<file path="src/verilog/crt_pkg.sv">
// constants for the 16-bit capture/reload timer: register offsets, bit positions,
// reset values and tick divisors. assumes an 8-bit special-function register port.
package crt_pkg;

	// register offsets on the special-function register port
	localparam logic [7:0] OFS_CONTROL = 8'hc8;
	localparam logic [7:0] OFS_MODE = 8'hc9;
	localparam logic [7:0] OFS_CAP_LOW = 8'hca;
	localparam logic [7:0] OFS_CAP_HIGH = 8'hcb;
	localparam logic [7:0] OFS_COUNT_LOW = 8'hcc;
	localparam logic [7:0] OFS_COUNT_HIGH = 8'hcd;

	// timer_control bit positions
	localparam int CTL_OVERFLOW_FLAG = 7;
	localparam int CTL_EXTERNAL_FLAG = 6;
	localparam int CTL_RECEIVE_BAUD = 5;
	localparam int CTL_TRANSMIT_BAUD = 4;
	localparam int CTL_EXTERNAL_ENABLE = 3;
	localparam int CTL_RUN = 2;
	localparam int CTL_COUNTER_SELECT = 1;
	localparam int CTL_CAPTURE_SELECT = 0;

	// timer_mode bit positions
	localparam int MOD_CLOCK_OUT_ENABLE = 1;
	localparam int MOD_DOWN_COUNT_ENABLE = 0;
	localparam int MOD_WIDTH = 2;

	// reset values and the count maximum
	localparam logic [7:0] RST_CONTROL = 8'h00;
	localparam logic [1:0] RST_MODE = 2'h0;
	localparam logic [15:0] RST_CAPTURE = 16'h0000;
	localparam logic [15:0] RST_COUNT = 16'h0000;
	localparam logic [15:0] COUNT_MAX = 16'hffff;

	// reserved mode bits read back as this value
	localparam logic [5:0] MOD_RESERVED_READ = 6'h00;

	// internal timer tick divisors chosen by the speed select input
	localparam logic [3:0] DIV_SLOW = 4'hc;
	localparam logic [3:0] DIV_FAST = 4'h4;

endpackage : crt_pkg

</file>
<file path="src/verilog/crt_fall_det.sv">
// falling-edge detector for one pin that is already synchronous to the clock.
// assumes the pin changes only relative to sys_clk_i.
`timescale 1ns/1ps
module crt_fall_det (
	input wire logic sys_clk_i,
	input wire logic sys_rst_i,
	input wire logic pin_i,
	output logic level_o,
	output logic fall_o
);

	logic sample_q;
	logic prev_q;

	always_ff @(posedge sys_clk_i) begin
		if (sys_rst_i) begin
			sample_q <= 1'b1;
			prev_q <= 1'b1;
		end else begin
			sample_q <= pin_i;
			prev_q <= sample_q;
		end
	end

	assign level_o = sample_q;
	// sampled high then sampled low
	assign fall_o = prev_q & ~sample_q;

endmodule : crt_fall_det

</file>
<file path="src/verilog/crt_timer.sv">
// 16-bit capture/reload timer with up/down count, baud generation and clock output.
// assumes an 8-bit register port from the core and pins synchronous to sys_clk_i.
`timescale 1ns/1ps
module crt_timer (
	input wire logic sys_clk_i,
	input wire logic sys_rst_i,
	input wire logic [7:0] sfr_addr_i,
	input wire logic sfr_wr_i,
	input wire logic [7:0] sfr_wdata_i,
	input wire logic sfr_rd_i,
	output logic [7:0] sfr_rdata_o,
	input wire logic trigger_pin_i,
	input wire logic count_pin_i,
	output logic count_pin_o,
	output logic count_pin_oe_o,
	input wire logic timer_speed_select_i,
	input wire logic timer1_overflow_i,
	output logic rx_baud_tick_o,
	output logic tx_baud_tick_o,
	output logic irq_o
);

	logic [7:0] control_q, control_d;
	logic [1:0] mode_q, mode_d;
	logic [15:0] capture_q, capture_d;
	logic [15:0] count_q, count_d;
	logic [3:0] presc_q, presc_d;
	logic half_q;
	logic [7:0] rdata_q;
	logic pin_out_q;
	logic pin_oe_q;
	logic rx_tick_q;
	logic tx_tick_q;
	logic irq_q;

	// pin edge detection, one detector per pin
	logic [1:0] pin_in;
	logic [1:0] pin_level;
	logic [1:0] pin_fall;
	assign pin_in = {count_pin_i, trigger_pin_i};

	genvar gi;
	generate
		for (gi = 0; gi < 2; gi++) begin : g_pin
			crt_fall_det u_det (
				.sys_clk_i(sys_clk_i),
				.sys_rst_i(sys_rst_i),
				.pin_i(pin_in[gi]),
				.level_o(pin_level[gi]),
				.fall_o(pin_fall[gi])
			);
		end
	endgenerate

	wire trig_level = pin_level[0];
	wire trig_fall = pin_fall[0];
	wire count_fall = pin_fall[1];

	function automatic logic hit(input logic [7:0] addr, input logic [7:0] ofs);
		hit = (addr == ofs);
	endfunction : hit

	// control and mode fields
	wire ovf_flag = control_q[crt_pkg::CTL_OVERFLOW_FLAG];
	wire ext_flag = control_q[crt_pkg::CTL_EXTERNAL_FLAG];
	wire rx_baud = control_q[crt_pkg::CTL_RECEIVE_BAUD];
	wire tx_baud = control_q[crt_pkg::CTL_TRANSMIT_BAUD];
	wire ext_en = control_q[crt_pkg::CTL_EXTERNAL_ENABLE];
	wire run = control_q[crt_pkg::CTL_RUN];
	wire cnt_sel = control_q[crt_pkg::CTL_COUNTER_SELECT];
	wire cap_sel = control_q[crt_pkg::CTL_CAPTURE_SELECT];
	wire clk_oe = mode_q[crt_pkg::MOD_CLOCK_OUT_ENABLE];
	wire down_count_enable = mode_q[crt_pkg::MOD_DOWN_COUNT_ENABLE];

	// register strobes
	wire wr_ctl = sfr_wr_i & hit(sfr_addr_i, crt_pkg::OFS_CONTROL);
	wire wr_mod = sfr_wr_i & hit(sfr_addr_i, crt_pkg::OFS_MODE);
	wire wr_cap_lo = sfr_wr_i & hit(sfr_addr_i, crt_pkg::OFS_CAP_LOW);
	wire wr_cap_hi = sfr_wr_i & hit(sfr_addr_i, crt_pkg::OFS_CAP_HIGH);
	wire wr_cnt_lo = sfr_wr_i & hit(sfr_addr_i, crt_pkg::OFS_COUNT_LOW);
	wire wr_cnt_hi = sfr_wr_i & hit(sfr_addr_i, crt_pkg::OFS_COUNT_HIGH);

	// mode decode
	wire baud_mode = rx_baud | tx_baud;
	wire clkout_mode = clk_oe & ~cnt_sel;
	wire fast_mode = baud_mode | clkout_mode;
	wire reload_mode = baud_mode | ~cap_sel;
	wire updown_mode = ~baud_mode & ~cap_sel & down_count_enable;
	wire count_down = updown_mode & ~trig_level;

	// tick source
	wire [3:0] presc_div = timer_speed_select_i ? crt_pkg::DIV_FAST : crt_pkg::DIV_SLOW;
	wire presc_hit = (presc_q == presc_div - 4'h1);
	wire slow_tick = cnt_sel ? count_fall : presc_hit;
	wire tick = run & (fast_mode ? half_q : slow_tick);

	// roll events
	wire up_roll = tick & ~count_down & (count_q == crt_pkg::COUNT_MAX);
	wire down_roll = tick & count_down & (count_q == capture_q);
	wire roll = up_roll | down_roll;

	// trigger edge actions
	wire ext_edge = trig_fall & ext_en;
	wire edge_capture = ext_edge & ~baud_mode & cap_sel;
	wire edge_reload = ext_edge & ~baud_mode & ~cap_sel & ~down_count_enable;
	wire ext_set = ext_edge & ~updown_mode;

	// next count
	wire [15:0] count_step = count_down ? count_q - 16'h0001 : count_q + 16'h0001;
	always_comb begin
		count_d = count_q;
		if (tick) begin
			count_d = count_step;
		end
		if (up_roll) begin
			count_d = reload_mode ? capture_q : count_step;
		end
		if (down_roll) begin
			count_d = crt_pkg::COUNT_MAX;
		end
		if (edge_reload) begin
			count_d = capture_q;
		end
		if (wr_cnt_lo) begin
			count_d[7:0] = sfr_wdata_i;
		end
		if (wr_cnt_hi) begin
			count_d[15:8] = sfr_wdata_i;
		end
	end

	// next capture/reload value
	always_comb begin
		capture_d = capture_q;
		if (edge_capture) begin
			capture_d = count_q;
		end
		if (wr_cap_lo) begin
			capture_d[7:0] = sfr_wdata_i;
		end
		if (wr_cap_hi) begin
			capture_d[15:8] = sfr_wdata_i;
		end
	end

	// next control: hardware set wins over software write
	wire ovf_set = roll & ~baud_mode;
	wire ext_toggle = roll & updown_mode;
	logic ovf_next;
	logic ext_next;
	always_comb begin
		control_d = wr_ctl ? sfr_wdata_i : control_q;
		ovf_next = control_d[crt_pkg::CTL_OVERFLOW_FLAG] | ovf_set;
		ext_next = control_d[crt_pkg::CTL_EXTERNAL_FLAG];
		if (ext_toggle) begin
			ext_next = ~ext_flag;
		end
		if (ext_set) begin
			ext_next = 1'b1;
		end
		control_d[crt_pkg::CTL_OVERFLOW_FLAG] = ovf_next;
		control_d[crt_pkg::CTL_EXTERNAL_FLAG] = ext_next;
	end

	assign mode_d = wr_mod ? sfr_wdata_i[crt_pkg::MOD_WIDTH-1:0] : mode_q;
	assign presc_d = (presc_hit | ~run | cnt_sel | fast_mode) ? 4'h0 : presc_q + 4'h1;

	// read mux
	wire [7:0] rd_mux =
		hit(sfr_addr_i, crt_pkg::OFS_CONTROL) ? control_q :
		hit(sfr_addr_i, crt_pkg::OFS_MODE) ? {crt_pkg::MOD_RESERVED_READ, mode_q} :
		hit(sfr_addr_i, crt_pkg::OFS_CAP_LOW) ? capture_q[7:0] :
		hit(sfr_addr_i, crt_pkg::OFS_CAP_HIGH) ? capture_q[15:8] :
		hit(sfr_addr_i, crt_pkg::OFS_COUNT_LOW) ? count_q[7:0] :
		hit(sfr_addr_i, crt_pkg::OFS_COUNT_HIGH) ? count_q[15:8] :
		8'h00;

	// interrupt request from flags, gated by mode
	wire ovf_irq = ovf_flag & ~clkout_mode;
	wire ext_irq = ext_flag & ~updown_mode;

	// next values of the half-rate tick and the registered outputs
	wire half_d = run & fast_mode & ~half_q;
	wire pin_out_d = clkout_mode & (roll ? ~pin_out_q : pin_out_q);
	wire rx_tick_d = rx_baud ? roll : timer1_overflow_i;
	wire tx_tick_d = tx_baud ? roll : timer1_overflow_i;
	wire irq_d = ovf_irq | ext_irq;

	always_ff @(posedge sys_clk_i) begin
		if (sys_rst_i) begin
			control_q <= crt_pkg::RST_CONTROL;
		end else begin
			control_q <= control_d;
		end
	end

	always_ff @(posedge sys_clk_i) begin
		if (sys_rst_i) begin
			mode_q <= crt_pkg::RST_MODE;
		end else begin
			mode_q <= mode_d;
		end
	end

	always_ff @(posedge sys_clk_i) begin
		if (sys_rst_i) begin
			capture_q <= crt_pkg::RST_CAPTURE;
		end else begin
			capture_q <= capture_d;
		end
	end

	always_ff @(posedge sys_clk_i) begin
		if (sys_rst_i) begin
			count_q <= crt_pkg::RST_COUNT;
		end else begin
			count_q <= count_d;
		end
	end

	always_ff @(posedge sys_clk_i) begin
		if (sys_rst_i) begin
			presc_q <= 4'h0;
		end else begin
			presc_q <= presc_d;
		end
	end

	always_ff @(posedge sys_clk_i) begin
		if (sys_rst_i) begin
			half_q <= 1'b0;
		end else begin
			half_q <= half_d;
		end
	end

	always_ff @(posedge sys_clk_i) begin
		if (sys_rst_i) begin
			rdata_q <= 8'h00;
		end else if (sfr_rd_i) begin
			rdata_q <= rd_mux;
		end
	end

	always_ff @(posedge sys_clk_i) begin
		if (sys_rst_i) begin
			pin_out_q <= 1'b0;
		end else begin
			pin_out_q <= pin_out_d;
		end
	end

	always_ff @(posedge sys_clk_i) begin
		if (sys_rst_i) begin
			pin_oe_q <= 1'b0;
		end else begin
			pin_oe_q <= clkout_mode;
		end
	end

	always_ff @(posedge sys_clk_i) begin
		if (sys_rst_i) begin
			rx_tick_q <= 1'b0;
		end else begin
			rx_tick_q <= rx_tick_d;
		end
	end

	always_ff @(posedge sys_clk_i) begin
		if (sys_rst_i) begin
			tx_tick_q <= 1'b0;
		end else begin
			tx_tick_q <= tx_tick_d;
		end
	end

	always_ff @(posedge sys_clk_i) begin
		if (sys_rst_i) begin
			irq_q <= 1'b0;
		end else begin
			irq_q <= irq_d;
		end
	end

	assign sfr_rdata_o = rdata_q;
	assign count_pin_o = pin_out_q;
	assign count_pin_oe_o = pin_oe_q;
	assign rx_baud_tick_o = rx_tick_q;
	assign tx_baud_tick_o = tx_tick_q;
	assign irq_o = irq_q;

endmodule : crt_timer

</file>
<file path="config.mk">
export PLATFORM = sky130hd
export DESIGN_NAME = crt_timer
export DESIGN_NICKNAME = d
export VERILOG_FILES = /design/src/verilog/crt_pkg.sv /design/src/verilog/crt_fall_det.sv /design/src/verilog/crt_timer.sv
export SDC_FILE = /design/constraint.sdc
export NUM_CORES = 1
export LEC_CHECK = 0
export ABC_CLOCK_PERIOD_IN_PS = 5480
export BUFFER_PORTS_ARGS = -buffer_cell sky130_fd_sc_hd__clkbuf_2
export CELL_PAD_IN_SITES_DETAIL_PLACEMENT = 0
export CELL_PAD_IN_SITES_GLOBAL_PLACEMENT = 1
export CORE_ASPECT_RATIO = 0.5
export CORE_MARGIN = 5
export CORE_UTILIZATION = 50
export CTS_BUF_LIST = sky130_fd_sc_hd__clkbuf_4
export DETAILED_ROUTE_END_ITERATION = 16
export PLACE_DENSITY = 0.95
export SLEW_MARGIN = 20
export SYNTH_ARGS = -nofsm -noshare
export SYNTH_HDL_FRONTEND = slang
export SYNTH_HIERARCHICAL = 1
export SYNTH_SLANG_ARGS = --single-unit
</file>
<file path="constraint.sdc">
create_clock -name sys_clk_i -period 5.48 [get_ports sys_clk_i]
set_input_delay 0.822 -clock sys_clk_i [delete_from_list [all_inputs] [get_ports sys_clk_i]]
set_output_delay 0.822 -clock sys_clk_i [all_outputs]
set_load 0.02 [all_outputs]
</file>
==> results.py, run 1 <==
metrics = {
    "outcome": {
        "outcome": "complete, no violations",
    },
    "worst_setup_path": {
        "path_buf_inv": 1,
        "crit_chain": "nor4b_1 > buf_4 > nand2_1 > nand2_1 > nand2_1 > ha_1 > or3_1 > nor4_1 > nor2_1 > o21ai_1 > o221ai_1 > a41oi_1",
        "crit_path_end_kind": "flop",
        "crit_fanout": 7,
        "crit_top_cell": "nand2_1",
        "arrival_ns": 3.67,
        "slowest_stage": "nor4_1",
        "max_stage_delay_ns": 0.61,
        "cp_data_required_time_ns": 5.84,
        "worst-setup-path-type": "reg2reg",
        "cpLargestDelayFamily": "simple AND/OR/NAND/NOR gates",
        "critPathLaunchType": "flop",
    },
    "floorplanning": {
        "io_pins": 37,
        "dieArea_um2": 9989,
        "fp-row-count": 23,
        "die_h_um": 73.22,
        "die_w_um": 136.4,
        "initial_core_util_pct": 50.68,
        "core-area_um2": 7885,
    },
    "final_layout": {
        "fin_util_pct": 54.93,
        "layout.nets": 526,
        "antenna_cells": 0,
        "fin_area_um2": 4332,
        "multi_input_area_um2": 2567,
        "drive_gt1_share_pct": 15.05,
        "regArea_um2": 1281,
        "instances_no_fill": 617,
        "area_delta_synth_final_pct": 8.391,
        "fill_cells": 750,
    },
    "sta": {
        "final-setup-viol-count": 0,
        "period_needed_ns": 3.310,
        "worst_pin_slew_ns": 0.9336,
        "drv_slew": 0,
        "finClkSkew_ns": 0.01999,
        "maxSlewHeadroom_pct": 37.76,
        "max_freq_mhz": 302.1,
        "fin_setup_tns_ns": 0,
        "hold_viol_final": 0,
        "rsz0062_at_grt": "no",
        "fin_crit_sh_pct": 60.40,
    },
    "clock_network": {
        "cts_sinks": 64,
        "numCtsBuffers": 9,
        "cts_buffer_depth": 2,
        "clkSlewWorstSetupHoldPaths_ns": 0.13,
        "postCtsHoldBufs": 0,
        "cts_tree": "done",
        "root_buffer": "clkbuf_4",
        "postCtsSetupRepairBufs": 0,
        "ctsHtreeMaxLevel": 3,
        "cts_resized": 0,
        "clk-insertion-delay-late_ns": 0.44,
    },
    "drt": {
        "remaining_drc_errors": 0,
        "avgRoutedWirePerCell_um": 19.58,
        "firstDrtPassIters": 8,
        "drt_iter0_markers": 386,
        "vias": 3892,
        "antenna_left": 0,
        "totalWireLength_um": 12080,
        "via_per_inst": 6.308,
    },
    "global_routing": {
        "grt_max_degree": 36,
        "grt_pass1_vias": 3527,
        "grt_pass1_wl_um": 19340,
        "antenna_found_initial": 0,
        "grt_usage_pct": 25.27,
        "grt-ovfl-total": 0,
    },
    "logic_synthesis": {
        "ys_async_sr_fraction_pct": 0,
        "synth-warning-count": 6,
        "synth_edf_count": 0,
        "syn-instance-count": 484,
        "ys_top_cells_by_area": "dfxtp_1 32%, mux2i_1 10%, nor2_1 6.2%",
        "synth_seq_cells": 64,
        "seq_area_frac_synth_pct": 32.06,
        "avgSynthCellArea_um2": 8.257,
        "synth_flop_cell": "dfxtp_1",
        "synth.top_cell.area_share_pct": 32.06,
        "synth_area_leader_cell": "dfxtp_1",
        "ys_types": 60,
        "syn_area_um2": 3996,
        "synth_fp_nets": 510,
    },
    "min_path": {
        "hold_class": "reg2reg",
    },
    "pwr": {
        "ir_drop_v": 0.0001560,
        "p_leak_nw": 1.572,
        "total_power_mw": 0.8352,
        "power_density_nw_per_um2": 192.8,
    },
    "place": {
        "dpl_cell_area_um2": 4199,
        "portBuffers": 36,
        "placed_cells": 601,
        "dp_hpwl_um": 8718,
        "globalplace.congestion": 1.029,
    },
    "job": {
        "maxCapViolCount": 0,
    },
}
kinds of logic after synthesis:
logic type	count (synthesis)	share of synthesized area [%]
AO/OA/AOI/OAI	102	18.69
XOR/XNOR	32	7.013
adder cells (fa/ha/maj)	2	0.6261
buffers and inverters	38	3.976
flip-flops	64	32.06
multiplexers	49	12.55
AND/OR/NAND/NOR	197	25.08
power breakdown:
group | switching (mW) | internal [mW] | total, mW | leakage (nW)
combinational | 0.0424 | 0.0230 | 0.0654 | 0.991
clock | 0.190 | 0.0993 | 0.290 | 0.0626
sequential | 0.00751 | 0.473 | 0.480 | 0.519
metal layers:
layer | GRT usage [%] | vias to the layer above | part of all wire, % | routed length (um)
li1 | - | 1855 | - | -
met5 | 0 | - | 0 | 0
met3 | 7.851 | 18 | 11 | 1319
met1 | 36.11 | 1802 | 46 | 5531
met4 | 7.263 | 0 | 1.6 | 192
met2 | 36.60 | 217 | 42 | 5035
registers in the layout, indices dropped and copies added (netlist names), 2 cells and up:
name,count
capture_q,16
count_q,16
control_q,8
sfr_rdata_o,8
presc_q,4
g_pin.u_det/level_o,2
g_pin.u_det/prev_q,2
mode_q,2
cell usage in the layout (no fill, tap or decap), drive strengths merged, types with 3 or more instances in the layout:
master   count
or4          5
a21o         3
nand4       11
a22oi        3
nor4         8
inv          3
o221ai       3
clkinv       4
mux2i       40
a211oi      27
a222oi       5
o21ai       18
xnor2       16
or2          4
a2111oi      6
xor2        16
nand2b       6
or3          4
a221oi       3
nand2       32
nor2        66
nor4b        4
nor3        23
buf          4
mux2         9
and2         6
and3         4
nand3       11
clkbuf      46
a31oi        7
dfxtp       64
a21oi       10
path summary, 6_finish.rpt:
check / startpoint / to / slack [ns] / cells after the start
max: control_q[5] / count_q[8] / 2.17 / 12
min: half_q / half_q / 0.43 / 1
max reg2reg: control_q[5] / count_q[8] / 2.17 / 12
min reg2reg: half_q / half_q / 0.43 / 1
metrics by stage:
step	hold slack (ns)	worst slack (ns)
6_report	0.4308	2.170
4_1_cts	0.4336	2.221
2_1_floorplan	0.3992	2.545
3_5_place_dp	0.4159	2.276
5_1_grt	0.4544	1.960
3_3_place_gp	0.4093	2.273
cell type report:
| class | count | area share [%] |
|---|---|---|
| clock buffer | 10 | 1.733 |
| sequential | 64 | 29.58 |
| tap | 112 | 3.235 |
| timing repair buffer | 40 | 4.853 |
| clock inverter | 6 | 1.069 |
| inverter | 3 | 0.2600 |
| multi-input combinational | 382 | 59.27 |
synth_stat cells, types with 3 or more instances:
| cell | count |
|---|---|
| a2111oi_1 | 5 |
| nor3_1 | 23 |
| a221oi_1 | 3 |
| mux2_2 | 9 |
| a31oi_1 | 7 |
| nor4_1 | 8 |
| nand4_1 | 11 |
| and3_1 | 4 |
| nand2b_1 | 6 |
| buf_2 | 7 |
| dfxtp_1 | 64 |
| xor2_1 | 16 |
| mux2i_1 | 40 |
| o21ai_0 | 15 |
| nand2_1 | 32 |
| a22oi_1 | 3 |
| buf_1 | 3 |
| nor2_1 | 66 |
| inv_1 | 3 |
| a222oi_1 | 5 |
| or4_1 | 4 |
| xnor2_1 | 16 |
| or3_1 | 3 |
| a21o_1 | 3 |
| a211oi_1 | 27 |
| clkbuf_1 | 23 |
| nand3_1 | 11 |
| o221ai_1 | 3 |
| a21oi_1 | 10 |
| and2_1 | 5 |
| or2_1 | 4 |
| nor4b_1 | 4 |
Power figures use the tool's default switching activity.
==> inputs of run 2 (changes only) <==
--- a/config.mk
+++ b/config.mk
@@ -5,16 +5,17 @@
 export SDC_FILE = /design/constraint.sdc
 export NUM_CORES = 1
 export LEC_CHECK = 0
-export ABC_CLOCK_PERIOD_IN_PS = 5480
+export ABC_AREA = 1
+export ABC_CLOCK_PERIOD_IN_PS = 2840
 export BUFFER_PORTS_ARGS = -buffer_cell sky130_fd_sc_hd__clkbuf_2
 export CELL_PAD_IN_SITES_DETAIL_PLACEMENT = 0
 export CELL_PAD_IN_SITES_GLOBAL_PLACEMENT = 1
 export CORE_ASPECT_RATIO = 0.5
 export CORE_MARGIN = 5
-export CORE_UTILIZATION = 50
+export CORE_UTILIZATION = 39
 export CTS_BUF_LIST = sky130_fd_sc_hd__clkbuf_4
 export DETAILED_ROUTE_END_ITERATION = 16
-export PLACE_DENSITY = 0.95
+export PLACE_DENSITY = 0.87
 export SLEW_MARGIN = 20
 export SYNTH_ARGS = -nofsm -noshare
 export SYNTH_HDL_FRONTEND = slang
==> constraint.sdc (replaced) <==
create_clock -name sys_clk_i -period 2.84 [get_ports sys_clk_i]
set_input_delay 0.426 -clock sys_clk_i [delete_from_list [all_inputs] [get_ports sys_clk_i]]
set_output_delay 0.426 -clock sys_clk_i [all_outputs]
set_load 0.02 [all_outputs]
==> run 2 against run 1 <==
Net effect:
- clock skew fell by 0.0029 ns
- global-route usage shrank 0.32 points
- worst setup slack worse by 1.8 ns
- first-iteration DRC count rose by 42%
- core utilization down 11 points
- clock power grew 100%
- largest cell class unchanged
- combinational power is 70% higher
==> results.py, run 2 <==
metrics = {
    "floorplanning": {
        "io_pins": 37,
        "die_h_um": 86.85,
        "initial_core_util_pct": 39.37,
        "dieArea_um2": 14220,
        "fp-row-count": 28,
        "die_w_um": 163.7,
        "core-area_um2": 11700,
    },
    "worst_setup_path": {
        "slowest_stage": "dfxtp_1",
        "crit_fanout": 11,
        "worst-setup-path-type": "reg2reg",
        "path_buf_inv": 4,
        "crit_path_end_kind": "flop",
        "cp_data_required_time_ns": 3.23,
        "arrival_ns": 2.87,
        "crit_chain": "inv_2 > nor2_4 > buf_4 > nand4_1 > nand2_1 > inv_1 > ha_1 > inv_1 > nand2_1 > nand3_1 > nand2_1 > nand2_1 > nand2_1 > nand2_1 > nand3_1 > nand2_1 > nand2_1 > nand2_1 > nand2_1 > a21oi_1",
        "crit_top_cell": "nand2_1",
        "cpLargestDelayFamily": "simple AND/OR/NAND/NOR gates",
        "max_stage_delay_ns": 0.42,
        "critPathLaunchType": "flop",
    },
    "final_layout": {
        "layout.nets": 825,
        "drive_gt1_share_pct": 10.20,
        "area_delta_synth_final_pct": 10.73,
        "final_cell_mix": "202 x nand2_1, 102 x inv_1, 85 x nor2_1",
        "top_regs": "capture_q (16), count_q (16)",
        "instances_no_fill": 970,
        "fin_area_um2": 5101,
        "layout_commonest_cell": "nand2_1",
    },
    "drt": {
        "remaining_drc_errors": 0,
        "avgRoutedWirePerCell_um": 18.11,
        "drt_iter0_markers": 548,
        "via_per_inst": 5.667,
        "vias": 5497,
        "firstDrtPassIters": 5,
        "antenna_left": 0,
        "totalWireLength_um": 17570,
    },
    "sta": {
        "fin_setup_tns_ns": 0,
        "worst_pin_slew_ns": 0.9052,
        "final-setup-viol-count": 0,
        "hold_viol_final": 0,
        "rsz0062_at_grt": "no",
        "period_needed_ns": 2.479,
        "max_freq_mhz": 403.4,
        "drv_slew": 0,
        "post-route-worst-setup-slack_ns": 0.3611,
        "finClkSkew_ns": 0.01705,
        "fin_crit_sh_pct": 87.29,
        "maxSlewHeadroom_pct": 39.33,
    },
    "logic_synthesis": {
        "synth.most_common_cell": "nand2_1",
        "ys_async_sr_fraction_pct": 0,
        "ys_top_cells_by_area": "dfxtp_1 28%, nand2_1 16%, inv_1 8.4%",
        "synth_seq_cells": 64,
        "synthTopCellsByCount": "202 x nand2_1, 103 x inv_1, 85 x nor2_1, 64 x dfxtp_1",
        "syn-instance-count": 768,
        "avgSynthCellArea_um2": 5.999,
        "synth_area_leader_cell": "dfxtp_1",
        "synth.top_cell.area_share_pct": 27.81,
        "synth_flop_cell": "dfxtp_1",
        "synth_edf_count": 0,
        "synth-warning-count": 6,
        "seq_area_frac_synth_pct": 27.81,
        "ys_types": 36,
        "syn_area_um2": 4607,
        "synth_fp_nets": 794,
    },
    "clock_network": {
        "cts_tree": "done",
        "numCtsBuffers": 9,
        "clkSlewWorstSetupHoldPaths_ns": 0.13,
        "clk-insertion-delay-late_ns": 0.45,
        "postCtsHoldBufs": 0,
        "root_buffer": "clkbuf_4",
        "ctsHtreeMaxLevel": 3,
        "cts_sinks": 64,
        "cts_buffer_depth": 2,
    },
    "global_routing": {
        "grt-ovfl-total": 0,
        "grt_pass1_vias": 4900,
        "grt_max_degree": 29,
        "grt_pass1_wl_um": 27160,
        "grt_usage_pct": 24.96,
        "antenna_found_initial": 1,
    },
    "pwr": {
        "p_leak_nw": 2.184,
        "power_density_nw_per_um2": 315.5,
        "ir_drop_v": 0.0004026,
        "total_power_mw": 1.609,
    },
    "place": {
        "place_ws_ns": 0.2926,
        "placed_cells": 952,
        "dpl_cell_area_um2": 4965,
        "dp_hpwl_um": 13700,
        "portBuffers": 36,
        "globalplace.congestion": 1.009,
    },
    "job": {
        "maxCapViolCount": 0,
    },
    "outcome": {
        "outcome": "complete, no violations",
    },
    "min_path": {
        "hold_class": "in2reg",
    },
}
## run 2: cell types whose count changed after synthesis, sizes merged, moves of 10 or more
cell    before  now
o22ai        2   15
nor2        66   89
nand3       11   44
a41oi        1   11
nor3        23   11
a21oi       10   52
a211oi      27    3
mux2i       40    0
o21ai       18   54
nand2       32  203
xor2        16    6
nand4       11   28
inv          3  107
## run 2: repair_timing
item                                    in CTS  in global routing
endpoints found under the setup margin       0                  2
setup buffers                                0                  1
resized for setup                            0                  1
endpoints found under the hold margin        0                  0
## run 2: path summary, 6_finish.rpt
check / slack [ns] / startpoint / depth (start not counted) / endpoint
hold / removal: 0.15 / count_pin_i / 3 / g_pin[1].u_det/level_o
setup reg to reg: 0.36 / mode_q[0] / 20 / count_q[14]
hold reg to reg: 0.43 / half_q / 1 / half_q
setup / recovery: 0.36 / mode_q[0] / 20 / count_q[14]
## run 2: kinds of logic (layout without fill, tap and decap cells)
group                    Yosys count  in the layout  share of synthesized area, %
flip-flops                        64             64                         27.81
AO/OA/AOI/OAI                    166            166                         21.13
buffers and inverters            139            175                         11.68
XOR/XNOR                          16             16                         3.042
other                              0              1                             0
adder cells (fa/ha/maj)            2              2                        0.5431
AND/OR/NAND/NOR                  381            381                         35.80
## run 2: cell type report
class                      count  area [um2]
clock buffer                   9       67.56
antenna                        1       2.502
sequential                    64        1281
clock inverter                 7       55.05
tap                          165       206.4
inverter                     110       416.7
fill                        1313        6600
timing repair buffer          49       277.8
multi-input combinational    565        2794
## run 2: per-layer routing
layer | track usage, % | vias up | part of all wire [%]
li1 | - | 2625 | -
met1 | 35.60 | 2583 | 46
met2 | 36.62 | 261 | 42
met3 | 7.754 | 28 | 9.9
met4 | 6.393 | 0 | 1.7
met5 | 0 | - | 0
## run 2: where the power goes
part	switching [mW]	internal (mW)	total (mW)	leakage, nW
registers	0.00575	0.907	0.913	0.518
logic	0.0796	0.0311	0.111	1.60
clock network	0.400	0.186	0.586	0.0629
total	0.485	1.12	1.61	2.18
## run 2: worst min-delay path, cell delays in order
cell and delay (ns):
clkbuf_2 0.07, inv_1 0.03, nand2_1 0.04
## run 2: through the flow
step	util, %	hold slack (ns)
2_1_floorplan	-	0.3995
3_3_place_gp	42.43	0.4070
3_5_place_dp	42.43	0.4128
4_1_cts	43.48	0.1271
5_1_grt	43.60	0.1293
6_report	43.60	0.1450
==> inputs of run 3 (changes only) <==
--- a/config.mk
+++ b/config.mk
@@ -15,9 +15,7 @@
 export CORE_UTILIZATION = 39
 export CTS_BUF_LIST = sky130_fd_sc_hd__clkbuf_4
 export DETAILED_ROUTE_END_ITERATION = 16
-export PLACE_DENSITY = 0.87
-export SLEW_MARGIN = 20
+export PLACE_DENSITY_LB_ADDON = 0.1
 export SYNTH_ARGS = -nofsm -noshare
 export SYNTH_HDL_FRONTEND = slang
-export SYNTH_HIERARCHICAL = 1
 export SYNTH_SLANG_ARGS = --single-unit
==> run 3 against run 2 <==
Net effect:
- register-to-register slack worse by 0.15 ns
- critical path type unchanged
- clock skew down 0.0052 ns
- worst setup slack worse by 0.15 ns
- final cell count down 0.21%
- final area up 2.1%
- critical endpoint unchanged
- die area down 0.62%
==> results.py, run 3 <==
metrics = {
    "min_path": {
        "whs_endpoint": "g_pin[1].u_det.level_o",
        "hold_class": "in2reg",
        "hp-start": "count_pin_i",
        "min_path_cells": 2,
    },
    "logic_synthesis": {
        "synth_flop_cell": "dfxtp_1",
        "synth_compound_area_share_pct": 22.48,
        "synth-warning-count": 0,
        "synth.most_common_cell": "nand2_1",
        "synthAdderAreaFrac_pct": 0.5469,
        "syn_area_um2": 4576,
        "synth_area_leader_cell": "dfxtp_1",
        "synthTopCellsByCount": "185 x nand2_1, 112 x inv_1, 70 x o21ai_0, 68 x nor2_1, 64 x dfxtp_1",
        "synth_fp_nets": 782,
        "synth_seq_cells": 64,
        "synth.top_cell.area_share_pct": 28.00,
        "synthXorXnorAreaFrac_pct": 2.488,
        "yosys-mux-area-fraction_pct": 0,
        "ys_types": 39,
        "ys_async_sr_fraction_pct": 0,
        "yosys.area_share.simple_pct": 34.78,
        "seq_area_frac_synth_pct": 28.00,
        "synth_edf_count": 0,
        "syn-instance-count": 756,
        "avgSynthCellArea_um2": 6.052,
        "synth_top_family_by_area": "simple AND/OR/NAND/NOR gates",
        "ys_top_cells_by_area": "dfxtp_1 28%, nand2_1 15%, inv_1 9.2%",
    },
    "drt": {
        "vias": 5444,
        "remaining_drc_errors": 0,
        "drt_iter0_markers": 677,
        "totalWireLength_um": 18990,
        "firstDrtPassIters": 5,
        "via_per_inst": 5.624,
        "antenna_left": 0,
        "avgRoutedWirePerCell_um": 19.62,
    },
    "worst_setup_path": {
        "crit_fanout": 26,
        "reg2reg_slack_ns": 0.21,
        "critPathLaunchType": "flop",
        "arrival_ns": 2.97,
        "startpoint": "mode_q[0]",
        "cp_data_required_time_ns": 3.18,
        "worst_r2r_path_depth": 18,
        "r2r-start": "mode_q[0]",
        "timing.rr.end": "count_q[14]",
        "worst-setup-path-type": "reg2reg",
        "crit_path_end_kind": "flop",
    },
    "global_routing": {
        "grt-ovfl-total": 0,
        "grt_pass1_wl_um": 28600,
        "antenna_found_initial": 0,
        "grt_pass1_vias": 4837,
        "grt_usage_pct": 26.62,
        "grt_max_degree": 32,
    },
    "clock_network": {
        "cts_tree": "done",
        "ctsHtreeMaxLevel": 3,
        "clkSlewWorstSetupHoldPaths_ns": 0.13,
        "postCtsHoldBufs": 0,
        "cts_buffer_depth": 2,
        "cts_sinks": 64,
        "root_buffer": "clkbuf_4",
        "clk-insertion-delay-late_ns": 0.45,
        "numCtsBuffers": 9,
    },
    "sta": {
        "drv_slew": 0,
        "fin_setup_tns_ns": 0,
        "fin_crit_sh_pct": 92.53,
        "rsz0062_at_grt": "no",
        "worst_pin_slew_ns": 0.9456,
        "hold_viol_final": 0,
        "finClkSkew_ns": 0.01185,
        "period_needed_ns": 2.628,
        "maxSlewHeadroom_pct": 36.89,
        "max_freq_mhz": 380.5,
        "final-setup-viol-count": 0,
    },
    "floorplanning": {
        "fp-row-count": 27,
        "dieArea_um2": 14130,
        "io_pins": 37,
        "initial_core_util_pct": 40.80,
        "die_h_um": 86.59,
        "die_w_um": 163.2,
        "core-area_um2": 11220,
    },
    "final_layout": {
        "multi_input_area_um2": 2770,
        "antenna_cells": 0,
        "layout_commonest_cell": "nand2_1",
        "fin_util_pct": 46.45,
        "fill_cells": 1223,
        "regArea_um2": 1282,
        "final_cell_mix": "185 x nand2_1, 111 x inv_1, 70 x o21ai_0",
        "drive_gt1_share_pct": 12.48,
        "area_delta_synth_final_pct": 13.86,
        "top_regs": "capture_q (16), count_q (16)",
        "layout.nets": 830,
    },
    "pwr": {
        "power_density_nw_per_um2": 343.6,
        "p_leak_nw": 2.277,
        "ir_drop_v": 0.0002123,
    },
    "place": {
        "globalplace.congestion": 1.077,
        "dp_hpwl_um": 14550,
        "portBuffers": 36,
    },
    "job": {
        "maxCapViolCount": 0,
    },
    "outcome": {
        "outcome": "complete, no violations",
    },
}
## run 3: changes by cell type after synthesis, moves of 4 or more
cell	delta
buf_2	-8
nor3_1	+7
o21ai_0	+18
nand3_1	+6
nor2_1	-17
nand2_1	-17
a31oi_1	-4
or2_2	+4
inv_1	+9
## run 3: kinds of logic after synthesis
group	Yosys count
XOR/XNOR	13
AND/OR/NAND/NOR	362
flip-flops	64
AO/OA/AOI/OAI	178
adder cells (fa/ha/maj)	2
buffers and inverters	137
## run 3: critical path, cell delays in order (launching register included)
cell and delay, ns:
dfxtp_2 0.40, inv_1 0.09, nor2_4 0.27, nand3_4 0.18, buf_4 0.26, nand2_1 0.08, nand2_1 0.11, inv_1 0.13
nand2_1 0.06, nor2_1 0.14, nand2_1 0.07, nand2_1 0.13, nand2_1 0.09, nand2_1 0.08, nand3_1 0.06, nand3_1 0.09
nand2_1 0.09, a21oi_1 0.13, nor2_1 0.05
## run 3: worst max-delay path by stage
stage | endpoint | slack (ns) | cells after the start
final | count_q[14] | 0.21 | 18
after global routing | count_q[14] | 0.007 | 18
after CTS | count_q[14] | 0.18 | 18
after detailed placement | count_q[14] | 0.25 | 18
after global placement | count_q[14] | 0.21 | 18
after floorplan | count_q[12] | 0.75 | 21
## run 3: where the power goes
group	switching (mW)	total, mW	internal [mW]
Combinational	0.0796	0.110	0.0304
Sequential	0.00463	0.912	0.907
Clock	0.402	0.769	0.367
Total	0.486	1.79	1.30
## run 3: cell type report
class                      instances  share of cell area [%]
sequential                        64                   24.62
clock buffer                       9                   1.297
timing repair buffer              60                   6.916
multi-input combinational        555                   53.17
tap                              159                   3.818
clock inverter                     7                   1.969
inverter                         114                   8.213
## run 3: per-layer routing
layer  vias up  GRT usage (%)  share of wire, %
met2       331          37.52                39
met1      2450          40.03                46
met4         0          6.012               2.0
met5         -              0                 0
met3        34          7.031                14
li1       2629              -                 -
## run 3: through the flow
step	area (um2)	cells	hold WS [ns]	worst slack (ns)	power (mW)
after floorplan	4576	756	0.3917	0.7517	0.9806
after global placement	5011	949	0.4062	0.2135	1.039
after detailed placement	5011	949	0.4089	0.2483	1.039
after CTS	5181	965	0.1573	0.1790	1.797
after global routing	5210	968	0.1552	0.006848	1.847
final	5210	968	0.1661	0.2120	1.790
## run 3: what timing repair did
| action | in CTS | in global routing |
|---|---|---|
| setup endpoints to repair | 0 | 3 |
| resized for setup | 0 | 3 |
| buffers inserted | 0 | 3 |
